[src/rtl/uisl_pkg.sv]
// Package of register map, field positions, reset values and interrupt codes for the status and line format block.
package uisl_pkg;
    // Register bus geometry.
    localparam int ADDR_W = 5;
    localparam int DATA_W = 32;
    // Byte addresses of the registers.
    localparam logic [4:0] OFS_INT_STATUS = 5'h00;
    localparam logic [4:0] OFS_LINE_FORMAT = 5'h04;
    localparam logic [4:0] OFS_CONFIG = 5'h08;
    localparam logic [4:0] OFS_SOURCE_ENABLE = 5'h0C;
    localparam logic [4:0] OFS_TX_HOLDING = 5'h10;
    // Line format control fields.
    localparam int LFC_DLAB = 7;
    localparam int LFC_BREAK = 6;
    localparam int LFC_STICK = 5;
    localparam int LFC_EVEN = 4;
    localparam int LFC_PAR_EN = 3;
    localparam int LFC_STOP = 2;
    localparam int LFC_WLEN_HI = 1;
    localparam int LFC_WLEN_LO = 0;
    localparam logic [7:0] LFC_RESET = 8'h00;
    // Configuration fields.
    localparam int CFG_FIFO_EN = 0;
    localparam int CFG_ENHANCED = 1;
    localparam logic [1:0] CFG_RESET = 2'h0;
    // Source enable fields.
    localparam int EN_LINE = 0;
    localparam int EN_RXDATA = 1;
    localparam int EN_TXEMPTY = 2;
    localparam int EN_MODEM = 3;
    localparam int EN_XOFF = 4;
    localparam int EN_FLOW = 5;
    localparam int EN_W = 6;
    localparam logic [5:0] EN_RESET = 6'h00;
    // Interrupt status fields.
    localparam int IS_FIFO_HI = 7;
    localparam int IS_FIFO_LO = 6;
    localparam int IS_ENH_HI = 5;
    localparam int IS_ENH_LO = 4;
    // Six-bit source codes, bit 0 low means pending.
    typedef enum logic [5:0] {
        CODE_LINE = 6'h06,
        CODE_RXDATA = 6'h04,
        CODE_TIMEOUT = 6'h0C,
        CODE_TXEMPTY = 6'h02,
        CODE_MODEM = 6'h00,
        CODE_XOFF = 6'h10,
        CODE_FLOW = 6'h20,
        CODE_NONE = 6'h01
    } uisl_code_t;
    // Stop length in half-bit units and base word length.
    localparam logic [2:0] STOP_ONE = 3'h2;
    localparam logic [2:0] STOP_ONE_HALF = 3'h3;
    localparam logic [2:0] STOP_TWO = 3'h4;
    localparam logic [3:0] WLEN_BASE = 4'h5;
    // Bus answer delay in cycles after the request is first seen.
    localparam int BUS_WAIT_CYCLES = 1;
endpackage

[src/rtl/uisl_top.sv]
// Interrupt source status, line format control and Avalon-MM register slave of a single-channel UART.
`timescale 1ns/10ps
module uisl_top (
    // Clock and reset.
    input wire logic clk,
    input wire logic resetn,
    // Avalon-MM register slave.
    input wire logic [uisl_pkg::ADDR_W-1:0] address,
    input wire logic read,
    input wire logic write,
    input wire logic [uisl_pkg::DATA_W-1:0] writedata,
    output logic [uisl_pkg::DATA_W-1:0] readdata,
    output logic waitrequest,
    // Interrupt sources from the rest of the UART.
    input wire logic receive_line_condition,
    input wire logic receive_data_available,
    input wire logic receive_timeout,
    input wire logic transmit_holding_empty,
    input wire logic modem_change_status,
    input wire logic xoff_detected,
    input wire logic xon_received,
    input wire logic special_char_detected,
    input wire logic flow_line_change,
    // Serial path through the break gate.
    input wire logic tx_serial_in,
    output logic tx_serial_out,
    // Line format and access controls for the rest of the UART.
    output logic divisor_latch_access,
    output logic [3:0] word_length_bits,
    output logic [2:0] stop_half_bits,
    output logic parity_enable,
    output logic parity_even,
    output logic parity_forced,
    output logic parity_forced_value,
    output logic fifo_enable,
    output logic transmit_holding_load,
    output logic [7:0] transmit_holding_data,
    // Interrupt request.
    output logic irq_out
);
    logic ack_reg;
    logic [7:0] line_format_control_reg;
    logic [1:0] config_reg;
    logic [5:0] source_enable_reg;
    logic [uisl_pkg::DATA_W-1:0] readdata_reg;
    logic [uisl_pkg::DATA_W-1:0] readdata_next;
    logic tx_empty_pend_reg;
    logic xoff_pend_reg;
    logic special_pend_reg;
    logic flow_pend_reg;
    logic [7:0] transmit_holding_reg;
    logic thr_load_reg;
    logic take_write;
    logic take_read;
    logic read_status_take;
    logic enhanced;
    logic [7:0] interrupt_source_status;
    uisl_pkg::uisl_code_t code_next;
    logic [7:0] status_snapshot_reg;

    // The bus answers one cycle after the request is seen so read data come from a flop.
    assign waitrequest = (read | write) & ~ack_reg;
    assign take_write = write & ack_reg;
    assign take_read = read & ack_reg;
    assign readdata = readdata_reg;
    assign read_status_take = take_read && address == uisl_pkg::OFS_INT_STATUS;

    // Acknowledge flop, one pulse per request.
    always_ff @(posedge clk) begin
        if (!resetn) begin
            ack_reg <= 1'b0;
        end else begin
            ack_reg <= (read | write) & ~ack_reg;
        end
    end

    // Read data mux; unmapped addresses read zero.
    always_comb begin
        readdata_next = '0;
        unique case (address)
            uisl_pkg::OFS_INT_STATUS: readdata_next[7:0] = interrupt_source_status;
            uisl_pkg::OFS_LINE_FORMAT: readdata_next[7:0] = line_format_control_reg;
            uisl_pkg::OFS_CONFIG: readdata_next[1:0] = config_reg;
            uisl_pkg::OFS_SOURCE_ENABLE: readdata_next[5:0] = source_enable_reg;
            uisl_pkg::OFS_TX_HOLDING: readdata_next[7:0] = transmit_holding_reg;
            default: readdata_next = '0;
        endcase
    end

    // Read data are captured in the waiting cycle and held through the accepting edge.
    always_ff @(posedge clk) begin
        if (!resetn) begin
            readdata_reg <= '0;
            status_snapshot_reg <= 8'h01;
        end else if (read && !ack_reg) begin
            readdata_reg <= readdata_next;
            status_snapshot_reg <= interrupt_source_status;
        end
    end

    // Software-written control registers.
    always_ff @(posedge clk) begin
        if (!resetn) begin
            line_format_control_reg <= uisl_pkg::LFC_RESET;
            config_reg <= uisl_pkg::CFG_RESET;
            source_enable_reg <= uisl_pkg::EN_RESET;
        end else if (take_write) begin
            if (address == uisl_pkg::OFS_LINE_FORMAT) begin
                line_format_control_reg <= writedata[7:0];
            end
            if (address == uisl_pkg::OFS_CONFIG) begin
                config_reg <= writedata[1:0];
            end
            if (address == uisl_pkg::OFS_SOURCE_ENABLE) begin
                source_enable_reg <= writedata[uisl_pkg::EN_W-1:0];
            end
        end
    end

    // Transmit holding load; the strobe lasts one cycle after the accepting edge.
    always_ff @(posedge clk) begin
        if (!resetn) begin
            transmit_holding_reg <= 8'h00;
            thr_load_reg <= 1'b0;
        end else begin
            thr_load_reg <= take_write && address == uisl_pkg::OFS_TX_HOLDING;
            if (take_write && address == uisl_pkg::OFS_TX_HOLDING) begin
                transmit_holding_reg <= writedata[7:0];
            end
        end
    end

    assign transmit_holding_load = thr_load_reg;
    assign transmit_holding_data = transmit_holding_reg;

    // Transmit-empty latch; a new empty event wins over a clear in the same cycle.
    always_ff @(posedge clk) begin
        if (!resetn) begin
            tx_empty_pend_reg <= 1'b0;
        end else if (transmit_holding_empty) begin
            tx_empty_pend_reg <= 1'b1;
        end else if ((take_write && address == uisl_pkg::OFS_TX_HOLDING) ||
                     (read_status_take && status_snapshot_reg[5:0] == uisl_pkg::CODE_TXEMPTY)) begin
            tx_empty_pend_reg <= 1'b0;
        end
    end

    // Xoff indication holds until Xon arrives; a fresh Xoff wins over Xon.
    always_ff @(posedge clk) begin
        if (!resetn) begin
            xoff_pend_reg <= 1'b0;
        end else if (xoff_detected) begin
            xoff_pend_reg <= 1'b1;
        end else if (xon_received) begin
            xoff_pend_reg <= 1'b0;
        end
    end

    // Special character and flow change latches clear when their code is read out.
    always_ff @(posedge clk) begin
        if (!resetn) begin
            special_pend_reg <= 1'b0;
            flow_pend_reg <= 1'b0;
        end else begin
            if (special_char_detected) begin
                special_pend_reg <= 1'b1;
            end else if (read_status_take && status_snapshot_reg[5:0] == uisl_pkg::CODE_XOFF) begin
                special_pend_reg <= 1'b0;
            end
            if (flow_line_change) begin
                flow_pend_reg <= 1'b1;
            end else if (read_status_take && status_snapshot_reg[5:0] == uisl_pkg::CODE_FLOW) begin
                flow_pend_reg <= 1'b0;
            end
        end
    end

    assign enhanced = config_reg[uisl_pkg::CFG_ENHANCED];

    // Priority encoder; the enhanced sources are masked outside enhanced mode.
    always_comb begin
        if (source_enable_reg[uisl_pkg::EN_LINE] && receive_line_condition) begin
            code_next = uisl_pkg::CODE_LINE;
        end else if (source_enable_reg[uisl_pkg::EN_RXDATA] && receive_timeout) begin
            code_next = uisl_pkg::CODE_TIMEOUT;
        end else if (source_enable_reg[uisl_pkg::EN_RXDATA] && receive_data_available) begin
            code_next = uisl_pkg::CODE_RXDATA;
        end else if (source_enable_reg[uisl_pkg::EN_TXEMPTY] && tx_empty_pend_reg) begin
            code_next = uisl_pkg::CODE_TXEMPTY;
        end else if (source_enable_reg[uisl_pkg::EN_MODEM] && modem_change_status) begin
            code_next = uisl_pkg::CODE_MODEM;
        end else if (enhanced && source_enable_reg[uisl_pkg::EN_XOFF] && (xoff_pend_reg || special_pend_reg)) begin
            code_next = uisl_pkg::CODE_XOFF;
        end else if (enhanced && source_enable_reg[uisl_pkg::EN_FLOW] && flow_pend_reg) begin
            code_next = uisl_pkg::CODE_FLOW;
        end else begin
            code_next = uisl_pkg::CODE_NONE;
        end
    end

    // Status byte: FIFO indication above the single reported code.
    assign interrupt_source_status = {{2{config_reg[uisl_pkg::CFG_FIFO_EN]}}, code_next};
    assign irq_out = code_next != uisl_pkg::CODE_NONE;
    assign fifo_enable = config_reg[uisl_pkg::CFG_FIFO_EN];

    // Line format decode for the transmitter and receiver.
    assign divisor_latch_access = line_format_control_reg[uisl_pkg::LFC_DLAB];
    assign tx_serial_out = tx_serial_in & ~line_format_control_reg[uisl_pkg::LFC_BREAK];
    assign parity_enable = line_format_control_reg[uisl_pkg::LFC_PAR_EN];
    assign parity_forced = parity_enable & line_format_control_reg[uisl_pkg::LFC_STICK];
    assign parity_even = parity_enable & ~line_format_control_reg[uisl_pkg::LFC_STICK] &
                         line_format_control_reg[uisl_pkg::LFC_EVEN];
    assign parity_forced_value = parity_forced & ~line_format_control_reg[uisl_pkg::LFC_EVEN];
    assign word_length_bits = uisl_pkg::WLEN_BASE + {2'h0, line_format_control_reg[1:0]};

    // Stop length; the half-bit unit lets 1.5 stop bits be expressed exactly.
    always_comb begin
        if (!line_format_control_reg[uisl_pkg::LFC_STOP]) begin
            stop_half_bits = uisl_pkg::STOP_ONE;
        end else if (line_format_control_reg[1:0] == 2'h0) begin
            stop_half_bits = uisl_pkg::STOP_ONE_HALF;
        end else begin
            stop_half_bits = uisl_pkg::STOP_TWO;
        end
    end

    // Enabled requests per priority level, rebuilt from the sources and pending latches so that the code checks
    // stand apart from the encoder that they watch.
    logic lvl1_req;
    logic lvl2_req;
    logic lvl3_req;
    logic lvl4_req;
    logic lvl5_req;
    logic lvl6_req;
    logic above_lvl3;
    logic above_lvl5;
    logic any_req;
    logic [7:0] write_low;
    assign lvl1_req = source_enable_reg[uisl_pkg::EN_LINE] & receive_line_condition;
    assign lvl2_req = source_enable_reg[uisl_pkg::EN_RXDATA] & (receive_data_available | receive_timeout);
    assign lvl3_req = source_enable_reg[uisl_pkg::EN_TXEMPTY] & tx_empty_pend_reg;
    assign lvl4_req = source_enable_reg[uisl_pkg::EN_MODEM] & modem_change_status;
    assign lvl5_req = enhanced & source_enable_reg[uisl_pkg::EN_XOFF] & (xoff_pend_reg | special_pend_reg);
    assign lvl6_req = enhanced & source_enable_reg[uisl_pkg::EN_FLOW] & flow_pend_reg;
    assign above_lvl3 = lvl1_req | lvl2_req;
    assign above_lvl5 = above_lvl3 | lvl3_req | lvl4_req;
    assign any_req = above_lvl5 | lvl5_req | lvl6_req;
    assign write_low = writedata[7:0];
endmodule

[config.mk]
export PLATFORM = sky130hd
export DESIGN_NAME = uisl_top
export DESIGN_NICKNAME = d
export VERILOG_FILES = /design/src/rtl/uisl_pkg.sv /design/src/rtl/uisl_top.sv
export SDC_FILE = /design/constraint.sdc
export NUM_CORES = 1
export LEC_CHECK = 0
export BUFFER_PORTS_ARGS = -buffer_cell sky130_fd_sc_hd__clkbuf_2
export CORE_ASPECT_RATIO = 0.8
export CORE_UTILIZATION = 40
export CTS_CLUSTER_SIZE = 16
export DETAILED_ROUTE_END_ITERATION = 16
export PLACE_DENSITY = 0.71
export SKIP_LAST_GASP = 1
export SYNTH_ARGS = -nofsm -noshare
export SYNTH_HDL_FRONTEND = slang
export SYNTH_SLANG_ARGS = --single-unit
[constraint.sdc]
create_clock -name clk -period 2.6 [get_ports clk]
set_clock_uncertainty 0.15 [all_clocks]
set_input_delay 0.39 -clock clk [delete_from_list [all_inputs] [get_ports clk]]
set_output_delay 0.39 -clock clk [all_outputs]
set_load 0.005 [all_outputs]
Word-level counts from Yosys, hierarchy flattened --
Cells that the tools add are included.
Cells by class: divide/modulo/power cells 0, equality and inequality tests 8, add/sub/neg operators 1, muxes and demuxes 20, magnitude comparators 0, reduce and logical (&&, ||, !) cells 27, shift operators 0, bitwise operators 13, multiply operators 0
Operator list (number):
- $mux W6 | 7
- $pmux W4 S4 | 1
- $logic_and A1 B1 Y1 | 15
- $eq A5 B4 Y1 const B | 2
- $pmux W2 S5 | 1
- $and A1 B1 Y1 | 8
- $mux W1 | 8
- $reduce_bool A2 Y1 | 4
- $eq A6 B2 Y1 const B | 1
- $eq A6 B5 Y1 const B | 1
- $eq A6 B6 Y1 const B | 1
- $mux W3 | 2
- $ne A6 B1 Y1 const B | 1
- $pmux W2 S3 | 1
- $reduce_and A2 Y1 | 3
- $eq A5 B3 Y1 const B | 1
- $eq A5 B5 Y1 const B | 1
- $logic_not A5 Y1 | 1
- $add A3 B2 Y4 const A | 1
- $not A1 Y1 | 4
- $logic_not A2 Y1 | 1
- $logic_or A1 B1 Y1 | 2
- $logic_not A1 Y1 | 1
- $or A1 B1 Y1 | 1
Storage, ports and cells: output and inout bits 57, memories kept 0, latch bits 0, register bits after elaboration 44, RAM bits 0, bits in read-only memories 0, logic and storage cells 81

Longest topological paths before layout --
Gate-level depths: netlist of the first run.
word-level depth 10, gate-level depth with buffers 5, gate-level depth less buffers 4

Least setup slack after synthesis of the first run --
No wires, ideal clock.
kind in2reg, start point input address[4] (netlist name), end point register source_enable_reg[5], slack 0.759 ns, cell stages on the path 5, required time 2.322 ns, arrival 1.563 ns, cell sequence or4b_4 > or3_1 > buf_6 > mux2i_1 > nor2_1
Between the ends: cells in the longest elaborated chain, start to end 2
Ends and longest elaborated chain:
- from (decl) | RTL line uisl_top.sv:8 | input wire logic [uisl_pkg::ADDR_W-1:0] address,
- $eq A5 B4 Y1 | RTL line uisl_top.sv:114 | if (address == uisl_pkg::OFS_SOURCE_ENABLE) begin
- $reduce_and A2 Y1 (no source line)
- to (signal assigned) | RTL line uisl_top.sv:106 | source_enable_reg <= uisl_pkg::EN_RESET;
- to (signal assigned) | RTL line uisl_top.sv:115 | source_enable_reg <= writedata[uisl_pkg::EN_W-1:0];
- to (decl) | RTL line uisl_top.sv:44 | logic [5:0] source_enable_reg;
Every way passes these cells. A chain may end at the register's enable or synchronous reset.

Worst setup path after layout of the first run --
start point register source_enable_reg[2], end point output irq_out
Between the ends: cells in the longest elaborated chain, start to end 6
Ends and longest elaborated chain:
- $logic_and A1 B1 Y1 | RTL line uisl_top.sv:188 | end else if (source_enable_reg[uisl_pkg::EN_TXEMPTY] && tx_empty_pend_reg) begin
- $mux W6 | RTL line uisl_top.sv:188
- $mux W6 | RTL line uisl_top.sv:186 | end else if (source_enable_reg[uisl_pkg::EN_RXDATA] && receive_data_available) begin
- $mux W6 | RTL line uisl_top.sv:184 | end else if (source_enable_reg[uisl_pkg::EN_RXDATA] && receive_timeout) begin
- $mux W6 | RTL line uisl_top.sv:182 | if (source_enable_reg[uisl_pkg::EN_LINE] && receive_line_condition) begin
- $ne A6 B1 Y1 | RTL line uisl_top.sv:203 | assign irq_out = code_next != uisl_pkg::CODE_NONE;
- to (decl) | RTL line uisl_top.sv:39 | output logic irq_out
Every way passes these cells.

==> results of run 1 <==
-- stage by stage --
step           instances  worst slack [ns]  power (mW)  instance area [µm²]  hold slack [ns]
2_1_floorplan        294             0.759       0.793                 2360            0.286
3_3_place_gp         402             0.401       0.813                 2580            0.295
3_5_place_dp         402             0.348       0.816                 2580            0.300
4_1_cts              409             0.509        1.41                 2710            0.141
5_1_grt              409             0.415        1.46                 2710            0.170
6_report             409             0.521        1.40                 2710            0.142
-- power by group through the flow --
stage          Combinational (mW)  Clock (mW)  Sequential, mW
2_1_floorplan              0.0887           0           0.704
3_3_place_gp                0.106           0           0.707
3_5_place_dp                0.109           0           0.707
4_1_cts                     0.109       0.612           0.691
5_1_grt                     0.124       0.641           0.693
6_report                    0.110       0.604           0.691
-- cells in the final DEF (no fill, tap or decap), types with 2 or more instances in the layout --
cell type and instances:
a221oi_1 4, a311oi_1 2, buf_4 8, ha_1 2, nand2_1 18, bufinv_16 2, nand3_1 9, nor2_1 44
a2111oi_0 2, and2_1 3, nand2b_1 2, inv_1 10, o211ai_1 2, o21ai_1 7, nor3_1 7, a22oi_1 3
nor2b_1 7, conb_1 24, a221o_1 2, clkbuf_8 5, a21oi_1 13, clkbuf_2 59, dfxtp_1 44, and3_1 4
mux2i_1 26, nand4_1 4
-- logic make-up after synthesis --
logic type | Yosys count | share of synthesized area [%]
simple gates | 109 | 24.2
flops | 44 | 38.7
compound gates | 41 | 12.1
fa+ha+maj | 2 | 1.10
other cells | 1 | 0.165
buf+inv | 48 | 12.4
mux | 26 | 11.4
-- how the worst max path moves through the flow --
stage	start	endpoint	cells past startpoint	slack [ns]
after floorplan	address[4]	source_enable_reg[5]	5	0.76
after global placement	address[3]	source_enable_reg[4]	5	0.40
after detailed placement	address[3]	source_enable_reg[1]	5	0.35
after CTS	source_enable_reg[2]	irq_out	5	0.51
after global routing	source_enable_reg[2]	irq_out	5	0.42
final	source_enable_reg[2]	irq_out	5	0.52
-- tightest hold or removal path, stage by stage --
cell	delay (ns)
clkbuf_2	0.07
a21oi_1	0.03
nor2_1	0.06
-- layout make-up --
class | instances | area, µm²
clock inverter | 2 | 60.1
sequential | 44 | 881
timing repair buffer | 67 | 355
fill | 554 | 2760
inverter | 11 | 41.3
clock buffer | 5 | 68.8
multi-input combinational | 202 | 1200
tap | 78 | 97.6
-- per-layer routing --
layer	share of wire, %	track usage [%]
met1	46	27.4
met2	44	28.9
met3	9.2	5.00
met4	1.3	7.22
met5	0	0
==> qor.yml, run 1 <==
floorplan:
  ios: 108
  initial_core_util_pct: 41.7
  die_height_um: 69.5
  rows: 24
  dieWidth_um: 86.4
  core_um2: 5470
  die-area_um2: 6000
timing:
  max_slew_margin_pct: 59.1
  worst_pin_slew_ns: 0.598
  fin_crit_ns: 2.08
  rsz0062_at_grt: "false"
  hold_violations: 0
  fin_crit_sh_pct: 80.0
  finalSetupViolations: 0
  max_freq_mhz: 481
  slew_viol_final: 0
  fin_setup_tns_ns: 0
clocking:
  cts_tree: "done"
  cts.repair.resized: 0
  path_clk_slew_ns: 0.08
  cts_hold_buffers: 0
  clk_latency_ns: 0.30
  cts_root_buf: "clkbuf_8"
  cts_setup_buffers: 0
  cts.sinks: 44
  clockBufferDepth: 2
  cts-buffers-inserted: 5
  h-tree-depth: 2
worst_hold_path:
  hold_class: "primary input to flop"
  hold_path_startpoint: "xoff_detected"
  worstHoldPathCells: 3
  whs_endpoint: "xoff_pend_reg"
layout:
  syn2layout_area_growth_pct: 18.8
  diodes: 0
  postLayoutCoreUtil_pct: 49.5
  drive_above_1_share_pct: 23.9
  nNetsFinal: 384
critical_path:
  cp-end-kind: "output pin"
  path_max_fanout: 4
  critPathBufInv: 2
  r2r_cells: 4
  crit_chain: "a22o_1 -> nor4bb_1 -> buf_4 -> nand2_1 -> clkbuf_2"
  cp.required_ns: 2.06
  reg2reg_slack_ns: 0.60
  r2r-end: "readdata[4]"
  rr_startpoint: "ack_reg"
  slowest_delay_ns: 0.36
  crit_type: "flop to output pin"
  cp.arrival_ns: 1.54
  crit_family: "flip-flops"
  cp-start-kind: "flop"
  cp_slowest_cell: "dfxtp_1"
logic_synthesis:
  synth_top_cell_by_area: "dfxtp_1"
  yosysWarnings: 0
  syn_inst: 271
  ys.flop_type: "dfxtp_1"
  ys_top_cells_by_count: "dfxtp_1 (44), nor2_1 (44), mux2i_1 (26)"
  synth_edf_count: 0
  avgSynthCellArea_um2: 8.41
  synth_top_area_share_pct: 38.7
  ys_seq_area_share_pct: 38.7
  ys_ff_latch: 44
  async_flop_share_pct: 0
  synth.distinct_cells: 45
  syn_area_um2: 2280
  synth.area.top_cells: "dfxtp_1 (39%), mux2i_1 (11%), buf_4 (7.9%)"
detailed_routing:
  finalWirelength_um: 5540
  drc: 0
  num_vias: 2045
  drt-pass1-iter-count: 4
  drt_iter0_markers: 125
  wl_per_cell_um: 13.5
  ant_nets: 0
  avgViaCountPerCell: 5.00
global_routing:
  antenna_found_initial: 0
  grt_overflow: 0
  grt_start_max_net_pins: 39
  gr-usage-all-layers_pct: 19.6
  first_global_vias: 1828
  grt_pass1_wl_um: 9080
power:
  p_int_mw: 1.10
  clkPwrFrac_pct: 43.0
  sw_frac_of_total_pct: 21.8
  p_sw_uw: 306
  irDropWorstVdd_uv: 317
  p_leak_nw: 1.24
  cellPowerDensity_nw_per_um2: 519
  p_seq_share_pct: 49.2
  combPwrFrac_pct: 7.9
placed_design:
  gp_congestion: 0.859
  port_buffers: 59
  dpl.hpwl_um: 4350
flow_run:
  drv_cap: 0
status:
  outcome: "finished, final reports clean"
No activity file was read; power rests on OpenSTA's default activity.
==> run 2, diff against run 1 <==
Settings changed: PLACE_DENSITY 0.71 to 0.73.
Clock period 2.6 ns to 1.9 ns, I/O delays scaled along.
==> run 2 against run 1 <==
Effect of this change: sequential cell count stayed put; final area rose by 3.5%; clock power barely moved; sequential share of layout area is 1.1 points lower; largest power group unchanged; sequential power up 37%; critical path depth decreased by 1; total power grew 22%.
==> qor.yml, run 2 (synthesis results as in run 1) <==
status:
  outcome: "finished, final reports clean"  # unchanged
placed_design:
  gp_congestion: 0.833  # was 0.859
  dpl.hpwl_um: 4370  # was 4350 µm
  port_buffers: 59  # unchanged
  placedCellCount: 417  # was 402
  placed_area_um2: 2690  # was 2580 µm²
clocking:
  clk_latency_ns: 0.30  # about the same
  cts_tree: "done"  # unchanged
  path_clk_slew_ns: 0.08  # about the same
  cts_hold_buffers: 0  # unchanged
  clockBufferDepth: 2  # unchanged
  h-tree-depth: 2  # unchanged
  cts_root_buf: "clkbuf_8"  # unchanged
  cts.sinks: 44  # unchanged
  cts-buffers-inserted: 5  # unchanged
global_routing:
  first_global_vias: 1823  # was 1,828
  grt_pass1_wl_um: 8880  # was 9080 µm
  gr-usage-all-layers_pct: 19.2  # was 19.6%
  grt_start_max_net_pins: 39  # unchanged
  antenna_found_initial: 0  # unchanged
  grt_overflow: 0  # unchanged
layout:
  stdcell_count: 426  # was 409
  multi_input_area_um2: 1210  # was 1200 µm²
  final-seq-area_um2: 881  # unchanged
  final_common_cell: "clkbuf_2"  # unchanged
  nNetsFinal: 400  # was 384
  layout_common_cells: "clkbuf_2 (59), nor2_1 (44), dfxtp_1 (44), mux2i_1 (26)"  # was clkbuf_2 (59), nor2_1 (44), dfxtp_1 (44), mux2i_1 (26), conb_1 (24)
  postLayoutCoreUtil_pct: 51.2  # was 49.5%
  syn2layout_area_growth_pct: 22.9  # was 18.8%
  diodes: 0  # unchanged
  final_area_um2: 2800  # was 2710 µm²
  drive_above_1_share_pct: 27.6  # was 23.9%
  fillCellCount: 581  # was 554
timing:
  hold_violations: 0  # unchanged
  slew_viol_final: 0  # unchanged
  max_slew_margin_pct: 60.4  # was 59.1%
  finalSetupViolations: 0  # unchanged
  max_freq_mhz: 530
  worst_pin_slew_ns: 0.586  # was 0.598 ns
  hold_ws_ns: 0.0383  # was 0.142 ns
  rsz0062_at_grt: "true"  # was false
  fin_crit_sh_pct: 99.3
  fin_crit_ns: 1.89
critical_path:
  slowest_delay_ns: 0.34  # was 0.36 ns
  crit_type: "flop to output pin"  # unchanged
  crit_family: "simple AND/OR/NAND/NOR gates"  # was flip-flops
  cp.arrival_ns: 1.45  # was 1.54 ns
  cp-end-kind: "output pin"  # unchanged
  critPathBufInv: 1  # was 2
  cp.required_ns: 1.46  # was 2.06 ns
  crit_chain: "a22o_1 -> nor4bb_2 -> nand2_1 -> clkbuf_2"  # was a22o_1 -> nor4bb_1 -> buf_4 -> nand2_1 -> clkbuf_2
  cp_slowest_cell: "dfxtp_1"  # unchanged
  path_max_fanout: 3  # was 4
  cp-start-kind: "flop"  # unchanged
power:
  p_sw_uw: 421  # was 306 µW
  finalPower_mw: 1.72  # was 1.40 mW
  clkPwrFrac_pct: 35.1  # was 43.0%
  p_int_mw: 1.30  # was 1.10 mW
  irDropWorstVdd_uv: 343  # was 317 µV
  p_leak_nw: 1.31  # was 1.24 nW
  p_seq_share_pct: 54.9  # was 49.2%
  cellPowerDensity_nw_per_um2: 614  # was 519 nW/µm²
  combPwrFrac_pct: 10.0  # was 7.9%
  sw_frac_of_total_pct: 24.5  # was 21.8%
detailed_routing:
  drc: 0  # unchanged
  wl_per_cell_um: 13.2  # was 13.5 µm
  finalWirelength_um: 5630  # was 5540 µm
  ant_nets: 0  # unchanged
  avgViaCountPerCell: 4.91  # was 5.00
  drt-pass1-iter-count: 4  # unchanged
  drt_iter0_markers: 100  # was 125
  num_vias: 2090  # was 2,045
floorplan:
  core_um2: 5470  # unchanged
  die-area_um2: 6000  # unchanged
  die_height_um: 69.5  # unchanged
  ios: 108  # unchanged
  dieWidth_um: 86.4  # unchanged
  rows: 24  # unchanged
  initial_core_util_pct: 41.7  # unchanged
worst_hold_path:
  hold_class: "primary input to flop"  # unchanged
flow_run:
  drv_cap: 0  # unchanged
[run 2: cell types whose count changed in the layout (fill, tap and decap cells not counted), sizes merged]
cell | before | now
bufinv | 2 | 0
buf | 8 | 24
clkbuf | 64 | 67
[run 2: path summary, 6_finish.rpt]
| check | cells after the start | endpoint | slack (ns) | startpoint |
|---|---|---|---|---|
| max | 4 | irq_out | 0.01 | tx_empty_pend_reg |
| min | 3 | tx_empty_pend_reg | 0.04 | transmit_holding_empty |
| max reg2reg | 6 | readdata[5] | 0.13 | tx_empty_pend_reg |
| min reg2reg | 2 | status_snapshot_reg[3] | 0.31 | status_snapshot_reg[3] |
[run 2: what timing repair did]
action / in CTS / in global routing
endpoints found under the setup margin: 1 / 2
pin swaps: 1 / 0
resized for setup: 1 / 1
setup buffers: 1 / 0
endpoints found under the hold margin: 0 / 0
[run 2: area by class of cell]
type / count / share of cell area [%]
inverters: 11 / 1.47
multi-input cells: 202 / 43.4
flip-flops and latches: 44 / 31.5
well taps: 78 / 3.49
clock buffers: 8 / 3.22
repair buffers: 83 / 17.0
[run 2: per-layer routing]
metal | share of wire, % | vias to the layer above | GRT usage, %
met5 | 0 | - | 0
met4 | 1.7 | 0 | 7.41
met3 | 7.8 | 9 | 4.17
met2 | 42 | 79 | 28.0
met1 | 49 | 957 | 27.6
li1 | - | 1045 | -
[run 2: stage by stage]
stage / worst slack [ns] / TNS (ns)
2_1_floorplan: 0.164 / 0
3_3_place_gp: -0.0801 / -0.367
3_5_place_dp: -0.0761 / -0.531
4_1_cts: 0.000646 / 0
5_1_grt: -0.0942 / -0.0942
6_report: 0.0137 / 0
[run 2: worst register-to-register path: stages, from the launching register on]
cell and delay, ns:
dfxtp_1 0.34, a22o_1 0.26, nor4bb_2 0.30, buf_4 0.16, buf_4 0.10, nand3b_1 0.11
a311oi_2 0.27
[run 2: power by group through the flow]
stage               Sequential, mW  Clock (mW)  Combinational [mW]
global placement             0.965           0               0.167
CTS                          0.944       0.619               0.170
detailed placement           0.966           0               0.168
global route                 0.946       0.656               0.191
floorplan                    0.964           0               0.121
finish                       0.944       0.604               0.172
==> run 3, diff against run 2 <==
Settings changed: CELL_PAD_IN_SITES_DETAIL_PLACEMENT from default to 2, CELL_PAD_IN_SITES_GLOBAL_PLACEMENT from default to 2, CORE_UTILIZATION 40 to 23, PLACE_DENSITY 0.73 to default, PLACE_DENSITY_LB_ADDON from default to 0.1, SLEW_MARGIN from default to 10.
==> run 3 against run 2 <==
Effect of this change: the flow now finishes with violations (setup timing); core utilization down 20 points; critical path depth unchanged; routed wire length up 39%; worst setup slack worse by 0.091 ns; fmax down 4.6%; sequential share of layout area down 2.2 points; register-to-register slack worse by 0.06 ns; sequential cell count unchanged; critical endpoint unchanged; largest cell class unchanged.
==> qor.yml, run 3 (synthesis results as in run 1) <==
global_routing:
  gr-usage-all-layers_pct: 15.8  # was 19.2%
  grt_pass1_wl_um: 12400  # was 8880 µm
  grt_start_max_net_pins: 39  # unchanged
  first_global_vias: 2232  # was 1,823
  antenna_found_initial: 0  # unchanged
  grt_overflow: 0  # unchanged
clocking:
  clk_latency_ns: 0.29  # was 0.30 ns
  path_clk_slew_ns: 0.07  # was 0.08 ns
  cts.sinks: 44  # unchanged
  cts_hold_buffers: 0  # unchanged
  clockBufferDepth: 2  # unchanged
  cts_root_buf: "clkbuf_16"  # was clkbuf_8
  h-tree-depth: 2  # unchanged
  cts_tree: "done"  # unchanged
  cts-buffers-inserted: 5  # unchanged
detailed_routing:
  num_vias: 2192  # was 2,090
  ant_nets: 0  # unchanged
  wl_per_cell_um: 15.8  # was 13.2 µm
  drc: 0  # unchanged
  top_layer: "met4"  # unchanged
  wl_met1_um: 4070  # was 2750 µm
  finalWirelength_um: 7850  # was 5630 µm
  met2_length_um: 3380  # was 2350 µm
  drt_iter0_markers: 40  # was 100
  avgViaCountPerCell: 4.42  # was 4.91
  wl_met3_um: 320  # was 438 µm
  drt-pass1-iter-count: 4  # unchanged
critical_path:
  setup.worst_path.start: "source_enable_reg[0]"  # was tx_empty_pend_reg
  path_max_fanout: 5  # was 3
  cp.arrival_ns: 1.54  # was 1.45 ns
  cp-start-kind: "flop"  # unchanged
  rr_startpoint: "source_enable_reg[0]"  # was tx_empty_pend_reg
  cp.required_ns: 1.46  # about the same
  crit_type: "flop to output pin"  # unchanged
  cp-end-kind: "output pin"  # unchanged
power:
  finalPower_mw: 2.02  # was 1.72 mW
  cellPowerDensity_nw_per_um2: 669  # was 614 nW/µm²
  p_leak_nw: 1.39  # was 1.31 nW
  irDropWorstVdd_uv: 318  # was 343 µV
placed_design:
  dpl.hpwl_um: 6140  # was 4370 µm
  gp_congestion: 0.742  # was 0.833
  port_buffers: 59  # unchanged
  dp_slack_ns: -0.177  # was -0.0761 ns
status:
  violations: "setup timing"
  outcome: "complete, but fails checks"  # was finished, final reports clean
timing:
  fin_crit_sh_pct: 104  # was 99.3%
  max_freq_mhz: 506  # was 530 MHz
  rsz0062_at_grt: "true"  # unchanged
  finalSetupViolations: 1  # was 0
  hold_ws_ns: 0.0552  # was 0.0383 ns
  worst_slack_ns: -0.0776  # was 0.0137 ns
  hold_violations: 0  # unchanged
  slew_viol_final: 0  # unchanged
  fin_setup_tns_ns: -0.0776  # was 0 ns
  fin_crit_ns: 1.98  # was 1.89 ns
layout:
  syn2layout_area_growth_pct: 32.4  # was 22.9%
  drive_above_1_share_pct: 30.0  # was 27.6%
  diodes: 0  # unchanged
  nNetsFinal: 412  # was 400
  final_common_cell: "clkbuf_2"  # unchanged
  layout_common_cells: "clkbuf_2 (59), nor2_1 (44), dfxtp_1 (43), buf_4 (36), mux2i_1 (26)"  # was clkbuf_2 (59), nor2_1 (44), dfxtp_1 (44), mux2i_1 (26)
  fillCellCount: 1130  # was 581
floorplan:
  core_um2: 9650  # was 5470 µm²
  rows: 32  # was 24
  ios: 108  # unchanged
  die_height_um: 91.0  # was 69.5 µm
  initial_core_util_pct: 23.6  # was 41.7%
  dieWidth_um: 113  # was 86.4 µm
  die-area_um2: 10300  # was 6000 µm²
worst_hold_path:
  hold_path_startpoint: "transmit_holding_empty"  # unchanged
  hold_class: "primary input to flop"  # unchanged
flow_run:
  drv_cap: 0  # unchanged
==> run 3: worst paths after layout <==
check / to / slack, ns / depth (start not counted)
worst max register to register: readdata[5] / 0.07 / 6
worst max-delay path: irq_out / -0.08 / 4
worst min-delay path: tx_empty_pend_reg / 0.06 / 3
worst min register to register: status_snapshot_reg[3] / 0.31 / 2
==> run 3: final cells by class <==
type                    count  area (µm²)  area share [%]
repair buffers             95         566            18.7
well taps                 136         170            5.64
flip-flops and latches     44         882            29.2
clock buffers               8         146            4.85
multi-input cells         202        1210            40.1
inverters                  11        41.3            1.37
==> run 3: metal layers <==
metal	GRT usage (%)	vias up
li1	-	1073
met1	22.9	1058
met4	3.62	0
met5	0	-
met2	24.4	56
met3	2.54	5
==> run 3: what timing repair did <==
action	in CTS	in global routing
resized for setup	2	2
buffers inserted	1	1
pin swaps	3	3
setup endpoints to repair	1	3
==> run 3: power by group <==
part | switching, mW | internal, mW | total (mW)
clock network | 0.361 | 0.525 | 0.887
logic | 0.116 | 0.0706 | 0.187
registers | 0.0104 | 0.936 | 0.946
total | 0.488 | 1.53 | 2.02
==> run 3: metrics by stage <==
stage	area (µm²)	cells	utilization (%)
2_1_floorplan	2360	294	-
3_3_place_gp	2850	486	29.5
3_5_place_dp	2850	486	29.5
4_1_cts	3010	495	31.2
5_1_grt	3020	496	31.3
6_report	3020	496	31.3
==> run 3: critical path, stage by stage, from the launching register on <==
cell and delay (ns):
dfxtp_1 0.36, nand2_1 0.19, nor4bb_2 0.40, nand2_1 0.17
clkbuf_2 0.14
